--- config.mk ---
export PLATFORM = sky130hd
export DESIGN_NAME = cdhp_ctrl
export DESIGN_NICKNAME = d
export VERILOG_FILES = /design/src/cdhp_pkg.sv /design/src/cdhp_ctrl.sv /design/src/cdhp_deglitch.sv
export SDC_FILE = /design/constraint.sdc
export NUM_CORES = 1
export LEC_CHECK = 0
export BUFFER_PORTS_ARGS = -buffer_cell sky130_fd_sc_hd__buf_2
export CAP_MARGIN = 25
export CORE_UTILIZATION = 57
export DETAILED_ROUTE_END_ITERATION = 7
export PLACE_DENSITY = 0.75
export SLEW_MARGIN = 20
export SYNTH_ARGS = -nofsm -noshare
export SYNTH_HDL_FRONTEND = slang
export SYNTH_SLANG_ARGS = --single-unit
--- constraint.sdc ---
create_clock -name sys_clk_i -period 3.1 [get_ports sys_clk_i]
set_input_delay 0.31 -clock sys_clk_i [delete_from_list [all_inputs] [get_ports sys_clk_i]]
set_output_delay 0.31 -clock sys_clk_i [all_outputs]
set_load 0.005 [all_outputs]
--- src/cdhp_pkg.sv ---
// Constants, register map and mode types for the cable detect and hot-plug block.
// Assumes a single 20 MHz system clock shared by every file of the block.
package cdhp_pkg;

    ////////////////////////////////////////////////////////////////////////////
    // Timing
    localparam int CDHP_CLK_HZ = 20_000_000;
    localparam int CDHP_CLK_PERIOD_NS = 50;
    // One deglitch unit, two ring-oscillator cycles
    localparam int CDHP_DEGL_UNIT_NS = 47;
    localparam logic [9:0] CDHP_DEGL_UNIT_CYCLES =
        10'((CDHP_DEGL_UNIT_NS + CDHP_CLK_PERIOD_NS - 1) / CDHP_CLK_PERIOD_NS);
    // One hot-plug delay step
    localparam int CDHP_HP_STEP_MS = 100;
    localparam int CDHP_STEP_W = 21;
    localparam logic [CDHP_STEP_W-1:0] CDHP_HP_STEP_CYCLES =
        CDHP_STEP_W'(CDHP_HP_STEP_MS * (CDHP_CLK_HZ / 1000));

    ////////////////////////////////////////////////////////////////////////////
    // Register offsets
    localparam logic [7:0] CDHP_OFF_HP_MANUAL = 8'h20;
    localparam logic [7:0] CDHP_OFF_HP_STATUS = 8'h21;
    localparam logic [7:0] CDHP_OFF_CABLE_RST = 8'h48;
    localparam logic [7:0] CDHP_OFF_DEGLITCH = 8'h56;
    localparam logic [7:0] CDHP_OFF_HP_POLICY = 8'h6C;
    localparam logic [7:0] CDHP_OFF_CABLE_RAW = 8'h6F;

    ////////////////////////////////////////////////////////////////////////////
    // Field positions
    localparam int CDHP_MAN_LEVEL_LSB = 4;
    localparam int CDHP_HIZ_LSB = 0;
    localparam int CDHP_CABLE_RST_DIS_BIT = 6;
    localparam int CDHP_DEGL_BYPASS_BIT = 7;
    localparam int CDHP_DEGL_TIME_LSB = 0;
    localparam int CDHP_MANUAL_SEL_BIT = 0;
    localparam int CDHP_POLICY_LSB = 1;
    localparam int CDHP_DELAY_LSB = 4;

    ////////////////////////////////////////////////////////////////////////////
    // Reset values
    localparam logic [7:0] CDHP_RST_HP_MANUAL = 8'h00;
    localparam logic [7:0] CDHP_RST_CABLE_RST = 8'h00;
    localparam logic [7:0] CDHP_RST_DEGLITCH = 8'h58;
    localparam logic [7:0] CDHP_RST_HP_POLICY = 8'hA3;

    typedef enum logic [1:0] {
        CDHP_POL_EDID = 2'b00,
        CDHP_POL_CABLE = 2'b01,
        CDHP_POL_EDID_CABLE = 2'b10,
        CDHP_POL_EDID_CABLE_MAN = 2'b11
    } cdhp_policy_e;

endpackage : cdhp_pkg

--- src/cdhp_ctrl.sv ---
// Cable detect and hot-plug assert control for four receiver ports.
// Assumes a simple register port at the printed offsets, 1-cycle read latency.
// Port index 3 is port A, index 0 is port D, matching register bit order.

// Operation
// (RULE_01) Raw cable bit per port mirrors supply sense
// (RULE_02) Raw readbacks valid in every receiver mode
// (RULE_03) Filter rises after input high full timer
// (RULE_04) Filter drops at once on input change
// (RULE_05) Timer counts two-oscillator units, default 1011000
// (RULE_06) Bypass bit zero enables, one bypasses filter
// (RULE_07) Filter runs from always-on internal clock
// (RULE_08) Filtered detect feeds flags and receiver reset
// (RULE_09) Selected inactive port resets receiver unless disabled
// (RULE_10) Software disables cable reset when pins float
// (RULE_11) Manual select drives manual levels, default on
// (RULE_12) Manual level per port, default low
// (RULE_13) Policy field ignored under manual select
// (RULE_14) Policy 00 follows internal E-EDID active
// (RULE_15) Policy 01 rises delayed, falls on unplug
// (RULE_16) Policy 10 needs E-EDID and delayed cable
// (RULE_17) Policy 11 adds manual level to 10
// (RULE_18) Delay field in 100 ms steps, default 1010
// (RULE_19) Per-port tristate bit, default driven
// (RULE_20) E-EDID active is enabled status input
// (RULE_21) Status bit shows hot-plug driven high
// (RULE_22) Events from filtered or bypassed detect
// (RULE_23) Delay counter restarts when detect falls
module cdhp_ctrl
    import cdhp_pkg::*;
#(
    parameter logic [CDHP_STEP_W-1:0] HP_STEP_CYCLES = CDHP_HP_STEP_CYCLES
) (
    input wire logic sys_clk_i,
    input wire logic resetn_i,
    input wire logic [7:0] reg_addr_i,
    input wire logic reg_wr_i,
    input wire logic reg_rd_i,
    input wire logic [7:0] reg_wdata_i,
    output logic [7:0] reg_rdata_o,
    input wire logic [3:0] port_supply_sense_i,
    input wire logic [3:0] port_internal_edid_active_i,
    input wire logic [1:0] rx_port_sel_i,
    output logic [3:0] hotplug_pin_o,
    output logic [3:0] hotplug_pin_oe_o,
    output logic [3:0] cable_det_filtered_o,
    output logic rx_section_reset_o
);

    function automatic logic reg_hit(input logic [7:0] addr, input logic [7:0] off);
        reg_hit = (addr == off);
    endfunction : reg_hit

    ////////////////////////////////////////////////////////////////////////////
    // Supply sense synchroniser
    logic [3:0] sense_meta_reg;
    logic [3:0] sense_sync_reg;

    always_ff @(posedge sys_clk_i or negedge resetn_i) begin
        if (!resetn_i) begin
            sense_meta_reg <= 4'h0;
            sense_sync_reg <= 4'h0;
        end else begin
            sense_meta_reg <= port_supply_sense_i;
            sense_sync_reg <= sense_meta_reg;
        end
    end

    ////////////////////////////////////////////////////////////////////////////
    // Registers
    logic [7:0] hp_manual_reg;
    logic [7:0] hp_manual_next;
    logic [7:0] cable_rst_reg;
    logic [7:0] cable_rst_next;
    logic [7:0] deglitch_reg;
    logic [7:0] deglitch_next;
    logic [7:0] hp_policy_reg;
    logic [7:0] hp_policy_next;
    logic [7:0] rdata_reg;
    logic [7:0] rdata_next;
    logic [3:0] hp_reg;
    logic [3:0] hp_next;

    logic [3:0] man_level;
    logic [3:0] hiz;
    logic manual_sel;
    cdhp_policy_e policy;
    logic [3:0] delay_sel;
    logic [3:0] hp_status;

    assign man_level = hp_manual_reg[CDHP_MAN_LEVEL_LSB +: 4];
    assign hiz = hp_manual_reg[CDHP_HIZ_LSB +: 4];
    assign manual_sel = hp_policy_reg[CDHP_MANUAL_SEL_BIT];
    assign policy = cdhp_policy_e'(hp_policy_reg[CDHP_POLICY_LSB +: 2]);
    assign delay_sel = hp_policy_reg[CDHP_DELAY_LSB +: 4]; // [RULE_18]
    assign hp_status = hp_reg & ~hiz; // [RULE_21]

    always_comb begin
        hp_manual_next = hp_manual_reg;
        cable_rst_next = cable_rst_reg;
        deglitch_next = deglitch_reg;
        hp_policy_next = hp_policy_reg;
        if (reg_wr_i) begin
            if (reg_hit(reg_addr_i, CDHP_OFF_HP_MANUAL)) begin
                hp_manual_next = reg_wdata_i; // [RULE_12] [RULE_19]
            end
            if (reg_hit(reg_addr_i, CDHP_OFF_CABLE_RST)) begin
                cable_rst_next = reg_wdata_i;
            end
            if (reg_hit(reg_addr_i, CDHP_OFF_DEGLITCH)) begin
                deglitch_next = reg_wdata_i;
            end
            if (reg_hit(reg_addr_i, CDHP_OFF_HP_POLICY)) begin
                hp_policy_next = reg_wdata_i;
            end
        end
    end

    // Read data; unmapped offsets and read-only writes return or store nothing
    always_comb begin
        rdata_next = rdata_reg;
        if (reg_rd_i) begin
            if (reg_hit(reg_addr_i, CDHP_OFF_HP_MANUAL)) begin
                rdata_next = hp_manual_reg;
            end else if (reg_hit(reg_addr_i, CDHP_OFF_HP_STATUS)) begin
                rdata_next = {4'h0, hp_status}; // [RULE_21]
            end else if (reg_hit(reg_addr_i, CDHP_OFF_CABLE_RST)) begin
                rdata_next = cable_rst_reg;
            end else if (reg_hit(reg_addr_i, CDHP_OFF_DEGLITCH)) begin
                rdata_next = deglitch_reg;
            end else if (reg_hit(reg_addr_i, CDHP_OFF_HP_POLICY)) begin
                rdata_next = hp_policy_reg;
            end else if (reg_hit(reg_addr_i, CDHP_OFF_CABLE_RAW)) begin
                // No mode gating on purpose [RULE_02]
                rdata_next = {4'h0, sense_sync_reg}; // [RULE_01]
            end else begin
                rdata_next = 8'h00;
            end
        end
    end

    always_ff @(posedge sys_clk_i or negedge resetn_i) begin
        if (!resetn_i) begin
            hp_manual_reg <= CDHP_RST_HP_MANUAL;
            cable_rst_reg <= CDHP_RST_CABLE_RST;
            deglitch_reg <= CDHP_RST_DEGLITCH; // [RULE_05] [RULE_06]
            hp_policy_reg <= CDHP_RST_HP_POLICY; // [RULE_11] [RULE_15] [RULE_18]
            rdata_reg <= 8'h00;
        end else begin
            hp_manual_reg <= hp_manual_next;
            cable_rst_reg <= cable_rst_next;
            deglitch_reg <= deglitch_next;
            hp_policy_reg <= hp_policy_next;
            rdata_reg <= rdata_next;
        end
    end

    assign reg_rdata_o = rdata_reg;

    ////////////////////////////////////////////////////////////////////////////
    // Deglitch filters and hot-plug delay
    // The oscillator is approximated by sys_clk_i; one unit rounds to one cycle [RULE_07]
    logic [3:0] det;
    logic [3:0] dly_reg;
    logic [3:0] dly_next;
    logic [CDHP_STEP_W-1:0] cyc_reg [4];
    logic [CDHP_STEP_W-1:0] cyc_next [4];
    logic [3:0] step_reg [4];
    logic [3:0] step_next [4];

    for (genvar i = 0; i < 4; i++) begin : g_port
        cdhp_deglitch u_deglitch (
            .sys_clk_i(sys_clk_i),
            .resetn_i(resetn_i),
            .level_i(sense_sync_reg[i]),
            .time_i(deglitch_reg[CDHP_DEGL_TIME_LSB +: 7]),
            .bypass_i(deglitch_reg[CDHP_DEGL_BYPASS_BIT]),
            .det_o(det[i]) // [RULE_22]
        );

        always_comb begin
            cyc_next[i] = cyc_reg[i];
            step_next[i] = step_reg[i];
            dly_next[i] = dly_reg[i];
            if (!det[i]) begin
                // Every unplug forfeits progress, so each plug waits in full
                cyc_next[i] = '0; // [RULE_23]
                step_next[i] = 4'h0;
                dly_next[i] = 1'b0;
            end else if (!dly_reg[i]) begin
                if (step_reg[i] >= delay_sel) begin
                    dly_next[i] = 1'b1; // [RULE_18]
                end else if (cyc_reg[i] == HP_STEP_CYCLES - CDHP_STEP_W'(1)) begin
                    cyc_next[i] = '0;
                    step_next[i] = step_reg[i] + 4'h1;
                end else begin
                    cyc_next[i] = cyc_reg[i] + CDHP_STEP_W'(1);
                end
            end
        end

        always_ff @(posedge sys_clk_i or negedge resetn_i) begin
            if (!resetn_i) begin
                cyc_reg[i] <= '0;
                step_reg[i] <= 4'h0;
                dly_reg[i] <= 1'b0;
            end else begin
                cyc_reg[i] <= cyc_next[i];
                step_reg[i] <= step_next[i];
                dly_reg[i] <= dly_next[i];
            end
        end

        ////////////////////////////////////////////////////////////////////////
        // Hot-plug level per port
        logic edid;
        logic live;

        assign edid = port_internal_edid_active_i[i]; // [RULE_20]
        // Falls use the undelayed detect so unplug acts at once
        assign live = dly_reg[i] & det[i];

        always_comb begin
            hp_next[i] = 1'b0;
            if (manual_sel) begin
                hp_next[i] = man_level[i]; // [RULE_11] [RULE_12] [RULE_13]
            end else begin
                unique case (policy)
                    CDHP_POL_EDID: hp_next[i] = edid; // [RULE_14]
                    CDHP_POL_CABLE: hp_next[i] = live; // [RULE_15]
                    CDHP_POL_EDID_CABLE: hp_next[i] = edid & live; // [RULE_16]
                    CDHP_POL_EDID_CABLE_MAN: hp_next[i] = edid & live & man_level[i]; // [RULE_17]
                endcase
            end
        end
    end

    ////////////////////////////////////////////////////////////////////////////
    // Outputs
    logic [3:0] flt_reg;
    logic rx_rst_reg;
    logic rx_rst_next;

    // A floating sense pin would hold reset forever unless disabled [RULE_10]
    assign rx_rst_next = !cable_rst_reg[CDHP_CABLE_RST_DIS_BIT] && !det[rx_port_sel_i]; // [RULE_09]

    always_ff @(posedge sys_clk_i or negedge resetn_i) begin
        if (!resetn_i) begin
            hp_reg <= 4'h0;
            flt_reg <= 4'h0;
            rx_rst_reg <= 1'b1;
        end else begin
            hp_reg <= hp_next;
            flt_reg <= det; // [RULE_08]
            rx_rst_reg <= rx_rst_next; // [RULE_08]
        end
    end

    assign hotplug_pin_o = hp_reg;
    assign hotplug_pin_oe_o = ~hiz; // [RULE_19]
    assign cable_det_filtered_o = flt_reg;
    assign rx_section_reset_o = rx_rst_reg;
endmodule : cdhp_ctrl

--- src/cdhp_deglitch.sv ---
// Deglitch filter for one synchronised +5 V sense level.
// Assumes its input is already synchronised to sys_clk_i.
module cdhp_deglitch
    import cdhp_pkg::*;
(
    input wire logic sys_clk_i,
    input wire logic resetn_i,
    input wire logic level_i,
    input wire logic [6:0] time_i,
    input wire logic bypass_i,
    output logic det_o
);

    logic prev_reg;
    logic prev_next;
    logic [9:0] cnt_reg;
    logic [9:0] cnt_next;
    logic out_reg;
    logic out_next;
    logic [9:0] target;

    ////////////////////////////////////////////////////////////////////////////
    // Stability counter
    assign target = 10'({3'h0, time_i} * CDHP_DEGL_UNIT_CYCLES); // [RULE_05]

    always_comb begin
        prev_next = level_i;
        cnt_next = cnt_reg;
        out_next = out_reg;
        if (level_i != prev_reg) begin
            // Any edge kills the output at once
            cnt_next = 10'h000; // [RULE_04]
            out_next = 1'b0;
        end else if (level_i) begin
            if (cnt_reg >= target) begin
                out_next = 1'b1; // [RULE_03]
            end else begin
                cnt_next = cnt_reg + 10'h001;
            end
        end else begin
            cnt_next = 10'h000;
            out_next = 1'b0;
        end
    end

    always_ff @(posedge sys_clk_i or negedge resetn_i) begin
        if (!resetn_i) begin
            prev_reg <= 1'b0;
            cnt_reg <= 10'h000;
            out_reg <= 1'b0;
        end else begin
            prev_reg <= prev_next;
            cnt_reg <= cnt_next;
            out_reg <= out_next;
        end
    end

    // Bypass passes the synchronised level straight through
    assign det_o = bypass_i ? level_i : out_reg; // [RULE_06]
endmodule : cdhp_deglitch

# == Yosys cells after proc, flatten, opt, wreduce, memory -nomap -nowiden ==
# Index checks and enable logic that the tools add are counted.
# word_totals
ff_bits,209
inputBits,30
out_inout_bits,21
wordCells,210
# op_classes
magnitude_cmp,9
bitwise_logic,14
n_reduce_logical,16
n_addsub,12
n_mux,88
n_eq_ne,37
# op_table
cell,count
$mux 21,16
$mux 10,12
$add 21x1->21 const B,4
$eq 21x21->1 const B,4
$mux 4,17
$add 10x1->10 const B,4
$ge 10x7->1,4
$mux 8,5
$mux 1,33
$eq 8x7->1 const B,4
$ne 2x2->1 const B,12
$add 4x1->4 const B,4
$eq 8x6->1 const B,2
$ge 4x4->1,4
$pmux 1 s4,4
$reduce_and 2->1,8
$and 1x1->1,12
$ne 3x1->1 const B,4
$ne 3x2->1 const B,4
$reduce_and 3->1,4
$and 4x4->4,1
$eq 2x2->1 const B,2
$ne 1x1->1,4
$not 4->4,1
6 further kinds,7

# == Logic depth before layout (Yosys ltp) ==
# logic_depth
ltp_word,7
mapped_depth,10
mapped_depth_nobuf,9

# == Hierarchy ==
# A second synthesis with hierarchy kept.
# unflattened
hier_cells,1246
hier_area_um2,11945.2
# by_module_without_submodules
mod,instances,area_each_um2,seq_area_each_um2,cells_each
cdhp_ctrl,1,8782.2,4038.9,918
cdhp_deglitch,4,790.8,300.3,82

# == Least setup slack after synthesis ==
# Ideal clock, no wire load.
# synth_timing
kind,register to register
start,reg hp_policy_reg[5]
end,reg step_reg[3] (netlist name)
required_time_ps,3022
arrival_time_ps,2345
setup_time_ps,78
period_less_slack_ps,2423
n_path_buf,1
stages_incl_launch_ff,9
path_slack_ps,677
path_cell_list,dfstp_2 > inv_1 > ha_1 > or4_1 > a21oi_1 > nor2_1 > clkbuf_1 > or4_1 > a21oi_1
# synth_via
elab_chain_len,3
# synth_lines
element,line,text
"start, declared",cdhp_ctrl.sv:77,logic [7:0] hp_policy_reg;
"start signal, assigned",cdhp_ctrl.sv:153,hp_policy_reg <= hp_policy_next;
$ge 4x4->1,cdhp_ctrl.sv:191,if (step_reg[i] >= delay_sel) begin
$ne 2x2->1 (no source line),--,
$reduce_and 3->1 (no source line),--,
"end signal, assigned by index",cdhp_ctrl.sv:209,step_reg[i] <= step_next[i];
"end, declared",cdhp_ctrl.sv:168,logic [3:0] step_reg [4];
# Every way passes these cells.
# A chain may end at the register's enable or synchronous reset.

# == Worst setup path in the final report ==
# layout_timing
start,reg hp_policy_reg[6]
end,reg cyc_reg[15] (netlist name)
# layout_via
elab_chain_len,3
# layout_lines
element,line,text
$ge 4x4->1,cdhp_ctrl.sv:191,
$ne 2x2->1 (no source line),--,
$reduce_and 2->1 (no source line),--,
"end signal, assigned by index",cdhp_ctrl.sv:208,cyc_reg[i] <= cyc_next[i];
"end, declared",cdhp_ctrl.sv:166,logic [CDHP_STEP_W-1:0] cyc_reg [4];
# Every way passes these cells.

==> qor.yml <==
route:
  dr.pass1.iters: 5
  drt-total-wl_microns: 27000
  vias: 9627
  final_antenna_net_count: 0
  avgRoutedWirePerCell_microns: 17.2
  post-route-drc-count: 0
  via_per_inst: 6.14
  drtIter0Drc: 570
floorplan:
  die-area_sq_mm: 0.0212
  ios: 51
  die-height_microns: 146
  fp.coreArea_sq_mm: 0.0202
  rows: 52
  die_w_microns: 146
  initial_core_util_pct: 58.2
hold_path:
  hold_path_class: "in2reg"
  holdPathStages: 3
clocking:
  path_clk_slew_ps: 60
  cts-root-buf: "clkbuf_16"
  cts_tree: "yes"
  cts.sinks: 209
  htree_levels: 1
  clock_path_buffers: 3
  cts_inserted_buffers: 24
  worstSkewPairLatency_ps: 520
final_layout:
  fin_cells: 1568
  largest_register_ff_count: 84
  mostFrequentLayoutCell: "dfrtp_1"
  multiInputGateArea_sq_mm: 0.00614
  layout-drive-gt1-share_pct: 14.4
  layout.area.seq_sq_mm: 0.00524
  final_cell_mix: "dfrtp_1, nand2_1, a21oi_1"
  area_delta_synth_final_pct: 12.6
  fill_cells: 1617
  nets: 1369
yosys:
  yosys_warnings: 0
  ys_ff_latch: 209
  synth_ff_type: "dfrtp_1"
  ys_types: 81
  synth_mux_area_share_pct: 7.27
  synth_fa_ha_area_share_pct: 6.38
  synth_area_per_cell_sq_um: 9.69
  ys_seq_area_share_pct: 44.5
  syn_nets: 1305
  netlist_area_sq_mm: 0.0118
  synth-edff-count: 0
  synth-compound-area-share_pct: 16.1
  yosys.area_share.simple_pct: 21.2
  synth_top_family_by_area: "simple AND/OR/NAND/NOR gates"
  synthArstFlopShare_pct: 100
  synth-xor-area-share_pct: 1.12
  syn_inst: 1215
grt:
  track_usage_pct: 26.0
  grt-ovfl-total: 0
  antenna_found_initial: 4
  grt_pass1_vias: 9211
  use_met1_pct: 36.2
  grt_pass1_wl_microns: 45700
  grt_max_degree: 84
  gr-max-usage-layer: "met2"
  use_met3_pct: 4.67
  use_met2_pct: 41.2
placed_design:
  hpwl_microns: 19100
  dp.cells: 1518
  gp_congestion: 0.876
  portBuffers: 50
critical_path:
  startpoint_type: "flop"
  crit_path_end_kind: "flop"
  reg2reg_depth: 9
  required_ps: 3510
  critPathMaxFanout: 15
  worstPathArrival_ps: 3250
  critPathKind: "reg2reg"
timing:
  fmax_mhz: 352
  worstMarginPinSlew_ps: 769
  drv_slew: 0
  rsz0062_at_grt: "false"
  post-route-period-util_pct: 91.7
  fin_crit_ps: 2840
  slew_headroom_pct: 48.5
  finalSetupViolations: 0
  clock_skew_ps: 10.6
  finalHoldViolations: 0
  tns_ps: 0
flow_run:
  maxCapViolCount: 0
pwr:
  leakage_nw: 5.71
  cellPowerDensity_mw_per_mm2: 479
  ir_drop_mv: 0.444
status:
  status: "finished, final reports clean"
-- metrics by stage --
| step | instance area [sq um] | worst slack (ps) | util, % | total power, mW | hold slack, ps |
|---|---|---|---|---|---|
| final | 13200 | 259 | 65.5 | 6.34 | 73.8 |
| after floorplan | 11800 | 677 | - | 3.23 | 14.4 |
| after global routing | 13200 | 53.4 | 65.5 | 6.58 | 84.0 |
| after global placement | 12400 | 392 | 61.1 | 3.45 | 333 |
| after CTS | 13200 | 238 | 65.4 | 6.39 | 57.4 |
| after detailed placement | 12400 | 269 | 61.1 | 3.47 | 338 |
-- cell usage after synthesis, drive strengths merged, types with 25 or more instances --
master / instances / area share, %
dfrtp: 201 / 43
nand2: 125 / 4.1
a21oi: 95 / 4.0
nor2: 64 / 2.1
ha: 60 / 6.4
nand3: 59 / 2.6
inv: 56 / 1.8
o21ai: 55 / 2.3
mux2i: 40 / 3.5
mux2: 37 / 3.5
nand2b: 34 / 1.8
clkbuf: 27 / 0.87
a31oi: 26 / 1.4
nand4: 25 / 1.5
-- timing repair --
action,in CTS,in global routing
hold buffers,5,0
setup endpoints to repair,0,3
resized for setup,0,1
hold endpoints to repair,81,0
buffers inserted,0,0
-- metal layers --
layer,vias up,routed length (microns)
met1,4698,12500
met5,-,33
met2,247,12400
li1,4620,-
met3,58,1380
met4,4,713
-- worst paths after layout --
path | from | endpoint | slack [ps]
max | hp_policy_reg[6] | cyc_reg[15] | 260
max in group asynchronous | resetn_i | hp_policy_reg[5] | 1770
min reg2reg | sense_meta_reg[3] | sense_sync_reg[3] | 360
min | rx_port_sel_i[1] | rx_section_reset_o | 70
min in group asynchronous | resetn_i | cyc_reg[78] | 360
max reg2reg | hp_policy_reg[6] | cyc_reg[15] | 260
-- worst max-delay path, cell delays in order (launching register included) --
cell and delay [ps]:
dfrtp_1 390, inv_1 160, ha_1 250, or2_2 280
a211oi_1 470, nor2_1 300, nand2_1 230, inv_1 260
a21o_1 230, a21o_1 160
-- report_power, final --
group          total [mW]  leakage (nW)  internal [mW]  switching, mW
combinational       0.575          2.47          0.197          0.378
clock                2.91         0.406           1.78           1.13
sequential           2.85          2.83           2.79         0.0600
-- kinds of logic (layout without fill, tap and decap cells) --
group,after synthesis,after routing
multiplexers,78,78
AO/OA/AOI/OAI,297,297
other,0,2
flip-flops,209,209
adder cells (fa/ha/maj),60,60
XOR/XNOR,15,15
AND/OR/NAND/NOR,460,460
buffers and inverters,96,177
-- layout make-up --
class / instances / share of cell area, %
Inverter: 57 / 1.62
Multi-Input combinational cell: 910 / 46.3
Antenna cell: 2 / 0.0378
Tap cell: 270 / 2.55
Clock buffer: 33 / 5.40
Sequential cell: 209 / 39.6
Clock inverter: 10 / 0.822
Timing Repair Buffer: 77 / 3.68
(Power assumes the default switching activity.)
